**src/core/ssm_pkg.sv**
```systemverilog
package ssm_pkg;

	localparam int unsigned AXI_AW   = 8;
	localparam int unsigned DATA_W   = 32;
	localparam int unsigned N_IN_TRM = 4;
	localparam int unsigned N_IN_FN  = 2;
	localparam int unsigned N_OUT_TRM = 4;
	localparam int unsigned N_OUT_FN = 4;
	localparam int unsigned SPEED_W  = 16;

	localparam logic [AXI_AW-1:0] OFS_CTRL     = 8'h00;
	localparam logic [AXI_AW-1:0] OFS_THRESH   = 8'h04;
	localparam logic [AXI_AW-1:0] OFS_IN_MAP   = 8'h08;
	localparam logic [AXI_AW-1:0] OFS_OUT_MAP  = 8'h0c;
	localparam logic [AXI_AW-1:0] OFS_STATUS   = 8'h10;
	localparam logic [AXI_AW-1:0] OFS_IRQ_STAT = 8'h14;
	localparam logic [AXI_AW-1:0] OFS_IRQ_MASK = 8'h18;

	localparam int unsigned CTRL_CODE_LSB = 0;
	localparam int unsigned CTRL_CODE_W   = 4;
	localparam int unsigned CTRL_CLR_BIT  = 8;

	localparam int unsigned MAP_MODE_LSB  = 0;
	localparam int unsigned MAP_CLR_LSB   = 4;

	localparam int unsigned FN_IN_MODE = 0;
	localparam int unsigned FN_IN_CLR  = 1;

	localparam int unsigned FN_OUT_NORMAL = 0;
	localparam int unsigned FN_OUT_ROT    = 1;
	localparam int unsigned FN_OUT_BRAKE  = 2;
	localparam int unsigned FN_OUT_READY  = 3;

	localparam int unsigned ST_MODE_LSB  = 0;
	localparam int unsigned ST_ALARM     = 3;
	localparam int unsigned ST_ENC_ALARM = 4;
	localparam int unsigned ST_ROT       = 5;
	localparam int unsigned ST_READY     = 6;
	localparam int unsigned ST_POWER     = 7;
	localparam int unsigned ST_TIN_LSB   = 8;
	localparam int unsigned ST_TOUT_LSB  = 12;

	localparam int unsigned IRQ_W         = 4;
	localparam int unsigned IRQ_ALM_SET   = 0;
	localparam int unsigned IRQ_ALM_CLR   = 1;
	localparam int unsigned IRQ_MODE_CHG  = 2;
	localparam int unsigned IRQ_ROT_START = 3;

	localparam logic [CTRL_CODE_W-1:0] RST_CODE     = 4'h7;
	localparam logic [SPEED_W-1:0]     RST_THRESH   = 16'h0014;
	localparam logic [7:0]             RST_IN_MAP   = 8'h21;
	localparam logic [15:0]            RST_OUT_MAP  = 16'h8421;
	localparam logic [IRQ_W-1:0]       RST_IRQ_MASK = 4'h0;

	localparam logic [CTRL_CODE_W-1:0] CODE_POS_SPD  = 4'h7;
	localparam logic [CTRL_CODE_W-1:0] CODE_POS_TRQ  = 4'h8;
	localparam logic [CTRL_CODE_W-1:0] CODE_TRQ_SPD  = 4'h9;
	localparam logic [CTRL_CODE_W-1:0] CODE_SPD_ZCLP = 4'ha;
	localparam logic [CTRL_CODE_W-1:0] CODE_POS_INH  = 4'hb;

	localparam logic [1:0] RESP_OKAY   = 2'h0;
	localparam logic [1:0] RESP_SLVERR = 2'h2;

	typedef enum logic [2:0] {
		SSM_MODE_OTHER,
		SSM_MODE_POSITION,
		SSM_MODE_SPEED,
		SSM_MODE_TORQUE,
		SSM_MODE_ZERO_CLAMP,
		SSM_MODE_PULSE_INHIBIT
	} ssm_mode_e;

endpackage : ssm_pkg

```
**src/core/ssm_sync.sv**
```systemverilog
`timescale 1ns/1ps
`default_nettype none

module ssm_sync #(
	parameter int unsigned  W       = 1,
	parameter logic [W-1:0] RST_VAL = '0
) (
	input  wire logic         aclk,
	input  wire logic         aresetn,
	input  wire logic [W-1:0] d,
	output var  logic [W-1:0] q
);

	logic [W-1:0] meta_r;

	// The first stage feeds only the second stage; the reset value is fixed so reset never samples a pin.
	always_ff @(posedge aclk) begin
		if (!aresetn) begin
			meta_r <= RST_VAL;
			q      <= RST_VAL;
		end else begin
			meta_r <= d;
			q      <= meta_r;
		end
	end

endmodule : ssm_sync

`default_nettype wire

```
**src/core/ssm_or_map.sv**
```systemverilog
`timescale 1ns/1ps
`default_nettype none

module ssm_or_map #(
	parameter int unsigned N_SRC = 4,
	parameter int unsigned N_DST = 4
) (
	input  wire logic [N_SRC-1:0]       src_on,
	input  wire logic [N_DST*N_SRC-1:0] dst_mask,
	output var  logic [N_DST-1:0]       dst_on
);

	// Every source selected for a destination is ORed into it, so sharing is allowed but never exclusive.
	for (genvar j = 0; j < N_DST; j++) begin : g_dst
		assign dst_on[j] = |(src_on & dst_mask[j*N_SRC +: N_SRC]);
	end

endmodule : ssm_or_map

`default_nettype wire

```
**src/core/ssm_servo_io.sv**
```systemverilog
`timescale 1ns/1ps
`default_nettype none

// How it works
// RULE1: For mode-pair codes 7 to B the active control mode is chosen by the level of the mode-switch input.
// RULE2: With mode-switch low codes 7,8,9,A,B give speed, torque, speed, zero clamp, pulse inhibit; high gives position, position, torque, speed, position.
// RULE3: The alarm output is low in normal operation and high while any alarm is active.
// RULE4: An alarm is cleared only by a high-to-low edge of the alarm-clear input, never by a held low level.
// RULE5: Alarm clear comes from a mapped input terminal, the panel or the operator unit, and has no setting that holds it permanently asserted.
// RULE6: The terminal carrying the alarm-clear input is chosen by a writable input map.
// RULE7: A clear request from the panel or the operator unit also clears the alarm.
// RULE8: Encoder alarms survive the clear edge and go away only at a control power cycle.
// RULE9: The rotation output is low while motor speed exceeds the threshold and high otherwise.
// RULE10: Output functions mapped to the same terminal are combined by OR.
// RULE11: The ready output is low only while main power is on and no alarm is active.
// RULE12: Input functions that share one terminal each see it, the terminals of a function being ORed.
// RULE13: The input terminals and the main-power input are synchronised before levels or edges are taken from them.
module ssm_servo_io
	import ssm_pkg::*;
(
	input  wire logic                          aclk,
	input  wire logic                          aresetn,
	input  wire logic [ssm_pkg::AXI_AW-1:0]    s_axil_awaddr,
	input  wire logic                          s_axil_awvalid,
	output logic                               s_axil_awready,
	input  wire logic [ssm_pkg::DATA_W-1:0]    s_axil_wdata,
	input  wire logic [ssm_pkg::DATA_W/8-1:0]  s_axil_wstrb,
	input  wire logic                          s_axil_wvalid,
	output logic                               s_axil_wready,
	output logic [1:0]                         s_axil_bresp,
	output logic                               s_axil_bvalid,
	input  wire logic                          s_axil_bready,
	input  wire logic [ssm_pkg::AXI_AW-1:0]    s_axil_araddr,
	input  wire logic                          s_axil_arvalid,
	output logic                               s_axil_arready,
	output logic [ssm_pkg::DATA_W-1:0]         s_axil_rdata,
	output logic [1:0]                         s_axil_rresp,
	output logic                               s_axil_rvalid,
	input  wire logic                          s_axil_rready,
	input  wire logic [ssm_pkg::N_IN_TRM-1:0]  in_term_n,
	input  wire logic                          main_power_on,
	input  wire logic                          panel_clear,
	input  wire logic                          fault_set,
	input  wire logic                          enc_fault_set,
	input  wire logic [ssm_pkg::SPEED_W-1:0]   motor_speed,
	input  wire logic                          brake_release,
	output logic [2:0]                         active_mode,
	output logic                               alarm_out,
	output logic                               rotating_out_n,
	output logic                               brake_out_n,
	output logic                               servo_ready_out_n,
	output logic [ssm_pkg::N_OUT_TRM-1:0]      out_term_n,
	output logic                               irq
);

	import ssm_pkg::*;

	function automatic logic [DATA_W-1:0] merge_bytes(
		input logic [DATA_W-1:0]   old_v,
		input logic [DATA_W-1:0]   new_v,
		input logic [DATA_W/8-1:0] strb
	);
		logic [DATA_W-1:0] r;
		r = old_v;
		for (int b = 0; b < DATA_W/8; b++) begin
			if (strb[b]) begin
				r[b*8 +: 8] = new_v[b*8 +: 8];
			end
		end
		return r;
	endfunction : merge_bytes

	// Register state.
	logic [CTRL_CODE_W-1:0]         code_r;
	logic [SPEED_W-1:0]             thresh_r;
	logic [7:0]                     in_map_r;
	logic [15:0]                    out_map_r;
	logic [IRQ_W-1:0]               irq_stat_r;
	logic [IRQ_W-1:0]               irq_mask_r;
	logic                           sw_clear_r;

	// Bus state.
	logic                           aw_hold_r;
	logic [AXI_AW-1:0]              awaddr_r;
	logic                           w_hold_r;
	logic [DATA_W-1:0]              wdata_r;
	logic [DATA_W/8-1:0]            wstrb_r;
	logic                           bvalid_r;
	logic [1:0]                     bresp_r;
	logic                           rvalid_r;
	logic [1:0]                     rresp_r;
	logic [DATA_W-1:0]              rdata_r;
	logic                           wr_fire;
	logic                           rd_fire;
	logic [DATA_W-1:0]              wr_merged;
	logic [DATA_W-1:0]              rd_value;
	logic                           rd_hit;

	// Datapath state.
	logic [N_IN_TRM-1:0]            term_n_s;
	logic                           power_s;
	logic [N_IN_TRM-1:0]            term_on;
	logic [N_IN_FN-1:0]             fn_in_on;
	logic                           clr_level_prev_r;
	logic                           clr_edge;
	logic                           clear_req;
	logic                           alarm_gen_r;
	logic                           alarm_enc_r;
	logic                           alarm_any;
	ssm_mode_e                      mode_nxt;
	ssm_mode_e                      mode_r;
	logic                           rotating;
	logic                           rot_prev_r;
	logic                           alarm_prev_r;
	logic [N_OUT_FN-1:0]            fn_out_on;
	logic [N_OUT_TRM-1:0]           term_out_on;
	logic [IRQ_W-1:0]               irq_event;

	// Input conditioning.
	ssm_sync #(
		.W(N_IN_TRM + 1),
		.RST_VAL({1'b0, {N_IN_TRM{1'b1}}})
	) u_sync (
		.aclk    (aclk),
		.aresetn (aresetn),
		.d       ({main_power_on, in_term_n}),
		.q       ({power_s, term_n_s})
	); // RULE13

	assign term_on = ~term_n_s;

	ssm_or_map #(
		.N_SRC(N_IN_TRM),
		.N_DST(N_IN_FN)
	) u_in_map (
		.src_on   (term_on),
		.dst_mask (in_map_r),
		.dst_on   (fn_in_on)
	); // RULE6 RULE12

	// A clear only counts on the transition into the on state, so a held low never repeats it.
	always_ff @(posedge aclk) begin
		if (!aresetn) begin
			clr_level_prev_r <= 1'b0;
		end else begin
			clr_level_prev_r <= fn_in_on[FN_IN_CLR];
		end
	end

	assign clr_edge  = fn_in_on[FN_IN_CLR] && !clr_level_prev_r; // RULE4 RULE5
	assign clear_req = clr_edge || panel_clear || sw_clear_r; // RULE7

	// Control mode selection.
	always_comb begin
		mode_nxt = SSM_MODE_OTHER;
		unique case (code_r)
			CODE_POS_SPD:  mode_nxt = fn_in_on[FN_IN_MODE] ? SSM_MODE_SPEED : SSM_MODE_POSITION; // RULE1 RULE2
			CODE_POS_TRQ:  mode_nxt = fn_in_on[FN_IN_MODE] ? SSM_MODE_TORQUE : SSM_MODE_POSITION; // RULE2
			CODE_TRQ_SPD:  mode_nxt = fn_in_on[FN_IN_MODE] ? SSM_MODE_SPEED : SSM_MODE_TORQUE; // RULE2
			CODE_SPD_ZCLP: mode_nxt = fn_in_on[FN_IN_MODE] ? SSM_MODE_ZERO_CLAMP : SSM_MODE_SPEED; // RULE2
			CODE_POS_INH:  mode_nxt = fn_in_on[FN_IN_MODE] ? SSM_MODE_PULSE_INHIBIT : SSM_MODE_POSITION; // RULE2
			default:       mode_nxt = SSM_MODE_OTHER;
		endcase
	end

	always_ff @(posedge aclk) begin
		if (!aresetn) begin
			mode_r <= SSM_MODE_OTHER;
		end else begin
			mode_r <= mode_nxt;
		end
	end

	assign active_mode = mode_r;

	// Alarm latches; a new fault in the clearing cycle keeps the alarm set.
	always_ff @(posedge aclk) begin
		if (!aresetn) begin
			alarm_gen_r <= 1'b0;
		end else if (fault_set) begin
			alarm_gen_r <= 1'b1;
		end else if (clear_req) begin
			alarm_gen_r <= 1'b0; // RULE4 RULE7
		end
	end

	// Only the power-on reset removes an encoder alarm.
	always_ff @(posedge aclk) begin
		if (!aresetn) begin
			alarm_enc_r <= 1'b0;
		end else if (enc_fault_set) begin
			alarm_enc_r <= 1'b1; // RULE8
		end
	end

	assign alarm_any = alarm_gen_r || alarm_enc_r;
	assign rotating  = motor_speed > thresh_r; // RULE9

	// Output functions, each one on when its pin sits low.
	assign fn_out_on[FN_OUT_NORMAL] = !alarm_any;
	assign fn_out_on[FN_OUT_ROT]    = rotating;
	assign fn_out_on[FN_OUT_BRAKE]  = brake_release;
	assign fn_out_on[FN_OUT_READY]  = power_s && !alarm_any; // RULE11

	ssm_or_map #(
		.N_SRC(N_OUT_FN),
		.N_DST(N_OUT_TRM)
	) u_out_map (
		.src_on   (fn_out_on),
		.dst_mask (out_map_r),
		.dst_on   (term_out_on)
	); // RULE10

	always_ff @(posedge aclk) begin
		if (!aresetn) begin
			alarm_out         <= 1'b0;
			rotating_out_n    <= 1'b1;
			brake_out_n       <= 1'b1;
			servo_ready_out_n <= 1'b1;
			out_term_n        <= {N_OUT_TRM{1'b1}};
		end else begin
			alarm_out         <= alarm_any; // RULE3
			rotating_out_n    <= !fn_out_on[FN_OUT_ROT]; // RULE9
			brake_out_n       <= !fn_out_on[FN_OUT_BRAKE];
			servo_ready_out_n <= !fn_out_on[FN_OUT_READY]; // RULE11
			out_term_n        <= ~term_out_on; // RULE10
		end
	end

	// Interrupt events.
	always_ff @(posedge aclk) begin
		if (!aresetn) begin
			rot_prev_r   <= 1'b0;
			alarm_prev_r <= 1'b0;
		end else begin
			rot_prev_r   <= rotating;
			alarm_prev_r <= alarm_any;
		end
	end

	assign irq_event[IRQ_ALM_SET]   = alarm_any && !alarm_prev_r;
	assign irq_event[IRQ_ALM_CLR]   = !alarm_any && alarm_prev_r;
	assign irq_event[IRQ_MODE_CHG]  = mode_nxt != mode_r;
	assign irq_event[IRQ_ROT_START] = rotating && !rot_prev_r;

	// AXI4-Lite write path: address and data are caught separately and joined.
	assign s_axil_awready = !aw_hold_r;
	assign s_axil_wready  = !w_hold_r;
	assign wr_fire        = aw_hold_r && w_hold_r && !bvalid_r;
	assign s_axil_bvalid  = bvalid_r;
	assign s_axil_bresp   = bresp_r;

	always_ff @(posedge aclk) begin
		if (!aresetn) begin
			aw_hold_r <= 1'b0;
			awaddr_r  <= '0;
		end else if (s_axil_awvalid && s_axil_awready) begin
			aw_hold_r <= 1'b1;
			awaddr_r  <= s_axil_awaddr;
		end else if (wr_fire) begin
			aw_hold_r <= 1'b0;
		end
	end

	always_ff @(posedge aclk) begin
		if (!aresetn) begin
			w_hold_r <= 1'b0;
			wdata_r  <= '0;
			wstrb_r  <= '0;
		end else if (s_axil_wvalid && s_axil_wready) begin
			w_hold_r <= 1'b1;
			wdata_r  <= s_axil_wdata;
			wstrb_r  <= s_axil_wstrb;
		end else if (wr_fire) begin
			w_hold_r <= 1'b0;
		end
	end

	always_ff @(posedge aclk) begin
		if (!aresetn) begin
			bvalid_r <= 1'b0;
			bresp_r  <= RESP_OKAY;
		end else if (wr_fire) begin
			bvalid_r <= 1'b1;
			unique case ({awaddr_r[AXI_AW-1:2], 2'b00})
				OFS_CTRL, OFS_THRESH, OFS_IN_MAP, OFS_OUT_MAP, OFS_STATUS, OFS_IRQ_STAT, OFS_IRQ_MASK:
					bresp_r <= RESP_OKAY;
				default:
					bresp_r <= RESP_SLVERR;
			endcase
		end else if (s_axil_bready) begin
			bvalid_r <= 1'b0;
		end
	end

	always_comb begin
		wr_merged = '0;
		unique case ({awaddr_r[AXI_AW-1:2], 2'b00})
			OFS_CTRL:    wr_merged = merge_bytes({23'h0, sw_clear_r, 4'h0, code_r}, wdata_r, wstrb_r);
			OFS_THRESH:  wr_merged = merge_bytes({16'h0, thresh_r}, wdata_r, wstrb_r);
			OFS_IN_MAP:  wr_merged = merge_bytes({24'h0, in_map_r}, wdata_r, wstrb_r);
			OFS_OUT_MAP: wr_merged = merge_bytes({16'h0, out_map_r}, wdata_r, wstrb_r);
			OFS_IRQ_MASK: wr_merged = merge_bytes({28'h0, irq_mask_r}, wdata_r, wstrb_r);
			default:     wr_merged = merge_bytes('0, wdata_r, wstrb_r);
		endcase
	end

	// Configuration registers.
	always_ff @(posedge aclk) begin
		if (!aresetn) begin
			code_r     <= RST_CODE;
			thresh_r   <= RST_THRESH;
			in_map_r   <= RST_IN_MAP;
			out_map_r  <= RST_OUT_MAP;
			irq_mask_r <= RST_IRQ_MASK;
		end else if (wr_fire) begin
			unique case ({awaddr_r[AXI_AW-1:2], 2'b00})
				OFS_CTRL:     code_r     <= wr_merged[CTRL_CODE_LSB +: CTRL_CODE_W];
				OFS_THRESH:   thresh_r   <= wr_merged[SPEED_W-1:0];
				OFS_IN_MAP:   in_map_r   <= wr_merged[7:0]; // RULE6
				OFS_OUT_MAP:  out_map_r  <= wr_merged[15:0];
				OFS_IRQ_MASK: irq_mask_r <= wr_merged[IRQ_W-1:0];
				default:      code_r     <= code_r;
			endcase
		end
	end

	// The operator clear is a one-cycle pulse and cannot be left standing on.
	always_ff @(posedge aclk) begin
		if (!aresetn) begin
			sw_clear_r <= 1'b0;
		end else begin
			sw_clear_r <= wr_fire && ({awaddr_r[AXI_AW-1:2], 2'b00} == OFS_CTRL)
				&& wstrb_r[CTRL_CLR_BIT/8] && wdata_r[CTRL_CLR_BIT]; // RULE5 RULE7
		end
	end

	// Sticky status; an event in the cycle of its write-one clear stays set.
	always_ff @(posedge aclk) begin
		if (!aresetn) begin
			irq_stat_r <= '0;
		end else if (wr_fire && ({awaddr_r[AXI_AW-1:2], 2'b00} == OFS_IRQ_STAT) && wstrb_r[0]) begin
			irq_stat_r <= (irq_stat_r & ~wdata_r[IRQ_W-1:0]) | irq_event;
		end else begin
			irq_stat_r <= irq_stat_r | irq_event;
		end
	end

	assign irq = |(irq_stat_r & irq_mask_r);

	// AXI4-Lite read path.
	assign s_axil_arready = !rvalid_r;
	assign rd_fire        = s_axil_arvalid && s_axil_arready;
	assign s_axil_rvalid  = rvalid_r;
	assign s_axil_rdata   = rdata_r;
	assign s_axil_rresp   = rresp_r;

	always_comb begin
		rd_value = '0;
		rd_hit   = 1'b1;
		unique case ({s_axil_araddr[AXI_AW-1:2], 2'b00})
			OFS_CTRL:     rd_value[CTRL_CODE_LSB +: CTRL_CODE_W] = code_r;
			OFS_THRESH:   rd_value[SPEED_W-1:0] = thresh_r;
			OFS_IN_MAP:   rd_value[7:0] = in_map_r;
			OFS_OUT_MAP:  rd_value[15:0] = out_map_r;
			OFS_STATUS: begin
				rd_value[ST_MODE_LSB +: 3]          = mode_r;
				rd_value[ST_ALARM]                  = alarm_any;
				rd_value[ST_ENC_ALARM]              = alarm_enc_r;
				rd_value[ST_ROT]                    = rotating;
				rd_value[ST_READY]                  = fn_out_on[FN_OUT_READY];
				rd_value[ST_POWER]                  = power_s;
				rd_value[ST_TIN_LSB +: N_IN_TRM]    = term_n_s;
				rd_value[ST_TOUT_LSB +: N_OUT_TRM]  = out_term_n;
			end
			OFS_IRQ_STAT: rd_value[IRQ_W-1:0] = irq_stat_r;
			OFS_IRQ_MASK: rd_value[IRQ_W-1:0] = irq_mask_r;
			default:      rd_hit = 1'b0;
		endcase
	end

	always_ff @(posedge aclk) begin
		if (!aresetn) begin
			rvalid_r <= 1'b0;
			rresp_r  <= RESP_OKAY;
			rdata_r  <= '0;
		end else if (rd_fire) begin
			rvalid_r <= 1'b1;
			rresp_r  <= rd_hit ? RESP_OKAY : RESP_SLVERR;
			rdata_r  <= rd_value;
		end else if (s_axil_rready) begin
			rvalid_r <= 1'b0;
		end
	end

endmodule : ssm_servo_io

`default_nettype wire

```
**config.mk**
```make
export PLATFORM = sky130hd
export DESIGN_NAME = ssm_servo_io
export DESIGN_NICKNAME = d
export VERILOG_FILES = /design/src/core/ssm_pkg.sv /design/src/core/ssm_sync.sv /design/src/core/ssm_or_map.sv /design/src/core/ssm_servo_io.sv
export SDC_FILE = /design/constraint.sdc
export NUM_CORES = 1
export LEC_CHECK = 0
export BUFFER_PORTS_ARGS = -buffer_cell sky130_fd_sc_hd__clkbuf_2
export CORE_MARGIN = 4
export CORE_UTILIZATION = 55
export CTS_CLUSTER_SIZE = 20
export DETAILED_ROUTE_END_ITERATION = 16
export PLACE_DENSITY = 0.81
export SYNTH_ARGS = -nofsm -noshare
export SYNTH_HDL_FRONTEND = slang
export SYNTH_HIERARCHICAL = 1
export SYNTH_SLANG_ARGS = --single-unit
```
**constraint.sdc**
```tcl
create_clock -name aclk -period 5 [get_ports aclk]
set_clock_uncertainty 0.15 [all_clocks]
set_input_delay 0.5 -clock aclk [delete_from_list [all_inputs] [get_ports aclk]]
set_output_delay 0.5 -clock aclk [all_outputs]
set_load 0.05 [all_outputs]
```
# Yosys cells after proc, flatten, opt, wreduce, memory -nomap -nowiden
# Index checks and enable logic that the tools add are counted.
[op_classes]
order_cmp = 1
eq_ne = 18
n_mux = 32
n_bitwise = 13
n_reduce_logical = 50
[op_table]
columns = ["operator", "count"]
rows = [
  ["$mux 8", 9],
  ["$pmux 16 s4", 1],
  ["$eq 6x3->1 const B", 6],
  ["$and 4x4->4", 8],
  ["$pmux 4 s7", 1],
  ["$reduce_or 4->1", 7],
  ["$eq 6x2->1 const B", 4],
  ["$pmux 8 s3", 1],
  ["$eq 4x4->1 const B", 4],
  ["$gt 16x16->1", 1],
  ["$pmux 4 s4", 1],
  ["$logic_and 1x1->1", 15],
  ["$pmux 3 s5", 1],
  ["$reduce_or 7->1", 2],
  ["$eq 6x1->1 const B", 2],
  ["$logic_not 6->1", 2],
  ["$not 4->4", 3],
  ["$logic_not 1->1", 11],
  ["$mux 1", 11],
  ["$reduce_and 2->1", 5],
  ["$reduce_bool 2->1", 5],
  ["$mux 2", 4],
  ["$or 4x4->4", 2],
  ["$mux 3", 2],
  ["other kinds (4)", 6],
]
[word_totals]
reg_bits = 146
in_bits = 84
output_inout_bits = 53
elab_cells = 143

# Longest topological paths before layout
[depth]
depth_word = 8
mapped_depth = 10
mapped_depth_nobuf = 10

# Modules after synthesis
# The synthesis kept the hierarchy.
[modules_own_cells]
columns = ["module", "n_inst", "cells_each", "area_each_um2", "seq_area_each_um2"]
rows = [
  ["ssm_servo_io", 1, 669, 5660.4, 2282.2],
  ["ssm_sync", 1, 20, 262.8, 200.2],
  ["ssm_or_map at u_out_map", 1, 12, 75.1, 0.0],
  ["ssm_or_map at u_in_map", 1, 6, 37.5, 0.0],
]

# Least setup slack after synthesis
# OpenSTA, ideal clock, no wires.
[synth_timing]
path_type = "input to register"
startpoint = "in motor_speed[13] in the netlist's numbering"
endpoint = "reg out_term_n[1] in the netlist's numbering"
setup_time_ns = 0.061
t_arrival_ns = 2.111
required_time_ns = 4.789
setup_slack_ns = 2.677
stages = 9
path_buffers = 0
cell_sequence = "ha_1 > a21o_1 > a21o_1 > a2111o_1 > nor3_1 > nor2_1 > a22oi_1 > nand2_1 > nand2_1"
[synth_via]
elab_chain_len = 4
[synth_rtl]
columns = ["element", "line_no", "source"]
rows = [
  ["start, declared", "ssm_servo_io.sv:45", "input wire logic [ssm_pkg::SPEED_W-1:0] motor_speed,"],
  ["$gt 16x16->1", "ssm_servo_io.sv:197", "assign rotating = motor_speed > thresh_r;"],
  ["net fn_out_on[1]", "ssm_servo_io.sv:115", "logic [N_OUT_FN-1:0] fn_out_on;"],
  ["$and 4x4->4", "ssm_or_map.sv:15", "assign dst_on[j] = |(src_on & dst_mask[j*N_SRC +: N_SRC]);"],
  ["$reduce_or 4->1", "ssm_or_map.sv:15", ""],
  ["net term_out_on[1]", "ssm_servo_io.sv:116", "logic [N_OUT_TRM-1:0] term_out_on;"],
  ["$not 4->4", "ssm_servo_io.sv:226", "out_term_n <= ~term_out_on;"],
  ["end signal, assigned", "ssm_servo_io.sv:220", "out_term_n <= {N_OUT_TRM{1'b1}};"],
  ["end signal, assigned", "ssm_servo_io.sv:226", ""],
  ["end, declared", "ssm_servo_io.sv:52", "output logic [ssm_pkg::N_OUT_TRM-1:0] out_term_n,"],
]
# The timed path passes the listed nets, and every way through them passes these cells.
# A chain may end at the register's enable or synchronous reset.

# Worst setup path in the final report
[layout_timing]
startpoint = "reg thresh_r[13]"
endpoint = "reg out_term_n[3] in the netlist's numbering"
[layout_via]
elab_chain_len = 4
[layout_rtl]
columns = ["element", "line_no", "source"]
rows = [
  ["start, declared", "ssm_servo_io.sv:75", "logic [SPEED_W-1:0] thresh_r;"],
  ["start signal, assigned", "ssm_servo_io.sv:319", "OFS_THRESH: thresh_r <= wr_merged[SPEED_W-1:0];"],
  ["$gt 16x16->1", "ssm_servo_io.sv:197", ""],
  ["net fn_out_on[1]", "ssm_servo_io.sv:115", ""],
  ["$and 4x4->4", "ssm_or_map.sv:15", ""],
  ["$reduce_or 4->1", "ssm_or_map.sv:15", ""],
  ["net term_out_on[3]", "ssm_servo_io.sv:116", ""],
  ["$not 4->4", "ssm_servo_io.sv:226", ""],
]
# The timed path passes the listed nets, and every way through them passes these cells.

==> results.tsv <==
metric	value	unit
setup_viol	0	
min_path_type	in2reg	
vias	5562	
yosysMostFrequentCell	dfxtp_1	
dp_hpwl	12.12	mm
setup_tns	0	ns
synth_edf_count	0	
max_stage_delay	0.45	ns
stdcell_count	934	
status	finished clean	
die-width	112.8	um
cts_tree	yes	
crit_required	5.31	ns
dp.cells	900	
die_h	112.8	um
cellLeakagePower	2.872	nW
track_usage	0.2664	
ys_warn_count	6	
antenna_found_initial	0	
ys_top_cells_by_area	dfxtp_1 (41%), mux2i_1 (6.5%), nand2_1 (6.4%), nor2_1 (4.3%), a22oi_1 (3.5%)	
port_buffers	96	
syn_area	0.006036	mm2
initialDrtViolationCount	692	
antenna_left	0	
period_share	0.5359	
finalWirelength	16.87	mm
max-clock-path-buffers	2	
fmax	373.2	MHz
cp.buffers_inverters	1	
fillers	814	
async_reset_ff_frac	0	
top_level_ports	137	
fin_util	0.6741	
h-tree-depth	4	
ctsRootBufferMaster	clkbuf_8	
first_pass_iters	10	
cts_buffers	17	
overflow	0	
avgRoutedWirePerCell	18.06	um
drc_errors	0	
cpLargestDelayFamily	compound AO/OA/AOI/OAI gates	
period_needed	2.680	ns
rsz0062_at_grt	no	
worstSetupEndpointType	flip-flop	
cts.sinks	124	
vias_per_cell	5.955	
grt_pass1_vias	5334	
crit_path_cell_trace	inv_1 -> ha_1 -> a21o_1 -> a21o_1 -> a2111o_1 -> nor3_1 -> nor2_1 -> a22oi_1 -> nand2_1 -> nand2_1	
dieArea	0.01271	mm2
slew_headroom	0.2521	
core-area	0.01051	mm2
clkLatencyLatePin	0.53	ns
worstPathArrival	2.99	ns
yosysSeqAreaShare	0.4113	
yosys.cell_types.count	55	
clk_pin_slew_worst_paths	0.06	ns
gp_congestion	0.9397	
avgSynthCellArea	8.537	um2
synth_common_cells	dfxtp_1 (124), nand2_1 (103), nor2_1 (69)	
yosysTopAreaCellShare	0.4113	
place_area	0.006459	mm2
path_class	reg2reg	
num_antenna_cells	0	
dpl_worst_slack	1.990	ns
cp-start-kind	flip-flop	
layout-drive-gt1-share	0.1905	
crit_path_max_fanout	4	
critPathSlowestCell	a2111o_1	
ys_seq_elements	124	
syn_inst	707	
final_area	0.007084	mm2
grt_pass1_wl	27.30	mm
multiInputGateArea	0.003194	mm2
register_area	0.002482	mm2
vdd_drop_max	0.2371	mV
fp-row-count	37	
synth_flop_cell	dfxtp_1	
area_delta_synth_final	17.37	%
powerDensity	360.3	mW/mm2
layout_setup_ws	2.320	ns
start_util	0.5744	
final_hold_viol_count	0	
worst_pin_slew	1.119	ns
grt_max_degree	70	
yosysTopAreaCell	dfxtp_1	
drv_slew	0	
drv_cap	0	
final_nets	885	
==> state kept, by name (all words and copies together), names as in the netlist, 2 cells and up <==
name and cells:
code_r 4, u_sync/q 5, thresh_r 16, irq_stat_r 4
s_axil_rdata 16, out_term_n 4, active_mode 3, wdata_r 16
out_map_r 16, awaddr_r 6, u_sync/meta_r 5, in_map_r 8
wstrb_r 2, irq_mask_r 4
==> per-stage QoR <==
step / power [mW] / hold WS [ns]
finish: 2.552 / 0.007864
global route: 2.635 / 0.006601
CTS: 2.555 / 0.0004286
detailed placement: 1.343 / 0.2424
global placement: 1.334 / 0.2454
floorplan: 1.277 / 0.2363
==> cell families (layout without fill, tap and decap cells) <==
kind of cell               after synthesis  after routing  synth area share
xor gates and xnor gates                 4              4          0.005805
buffers and inverters                   87            161           0.07006
muxes                                   50             50           0.08520
other                                    1             18         0.0006213
AOI/OAI and AO/OA                      168            168            0.1959
adders and majority gates               16             16           0.03317
DFF                                    124            124            0.4113
and+or+nand+nor                        257            257            0.1980
==> metal layers <==
| layer | global-route usage | wire, um |
|---|---|---|
| met5 | 0 | 0 |
| met4 | 0.09295 | 329 |
| met1 | 0.3697 | 7129 |
| met3 | 0.06150 | 1796 |
| met2 | 0.4080 | 7617 |
==> what timing repair did <==
action / CTS / global route
gates resized for setup: 0 / 0
endpoints found under the hold margin: 2 / 0
hold buffers: 2 / 0
endpoints found under the setup margin: 0 / 0
setup buffers: 0 / 0
==> cells in the final DEF, fill, tap and decap left out, types with 5 or more instances in the layout <==
cell type / instances
dfxtp_1: 124
nand2_1: 103
clkbuf_2: 96
nor2_1: 69
mux2i_1: 39
a21oi_1: 38
a22oi_1: 28
inv_1: 26
o21ai_0: 25
conb_1: 18
nor3_1: 16
ha_1: 16
clkbuf_16: 16
nand2b_1: 15
mux2_2: 11
a22o_1: 11
nor2b_1: 10
a211oi_1: 10
nand3_1: 10
o31ai_1: 10
a222oi_1: 9
o211ai_1: 7
clkbuf_8: 7
and3_1: 6
and2_1: 5
nand4_1: 5
a211oi_2: 5
==> report_power, final <==
group	switching [mW]	internal (mW)
logic	0.188	0.0861
clock network	0.436	0.787
registers	0.0339	1.02
total	0.658	1.89
==> worst paths after layout <==
check                          end  depth (start not counted)             start  slack, ns
hold / removal    u_sync/meta_r[2]                          2      in_term_n[2]      0.008
hold reg to reg        u_sync/q[2]                          1  u_sync/meta_r[2]       0.26
setup reg to reg     out_term_n[3]                         10      thresh_r[13]       2.32
setup / recovery     out_term_n[3]                         10      thresh_r[13]       2.32
==> cell type report <==
| class | count | share of cell area |
|---|---|---|
| Multi-Input combinational cell | 513 | 0.4509 |
| Sequential cell | 124 | 0.3504 |
| Timing Repair Buffer | 102 | 0.07489 |
| Clock buffer | 23 | 0.07012 |
| Tap cell | 136 | 0.02402 |
| Clock inverter | 9 | 0.01537 |
| Inverter | 27 | 0.01431 |
==> worst reg2reg max path, cell delays in order (launching register included) <==
cell and delay (ns):
dfxtp_1 0.40, inv_1 0.11, ha_1 0.30, a21o_1 0.16, a21o_1 0.17, a2111o_1 0.45
nor3_1 0.32, nor2_1 0.16, a22oi_1 0.25, nand2_1 0.10, nand2_1 0.06
No activity file was read; power rests on OpenSTA's default activity.
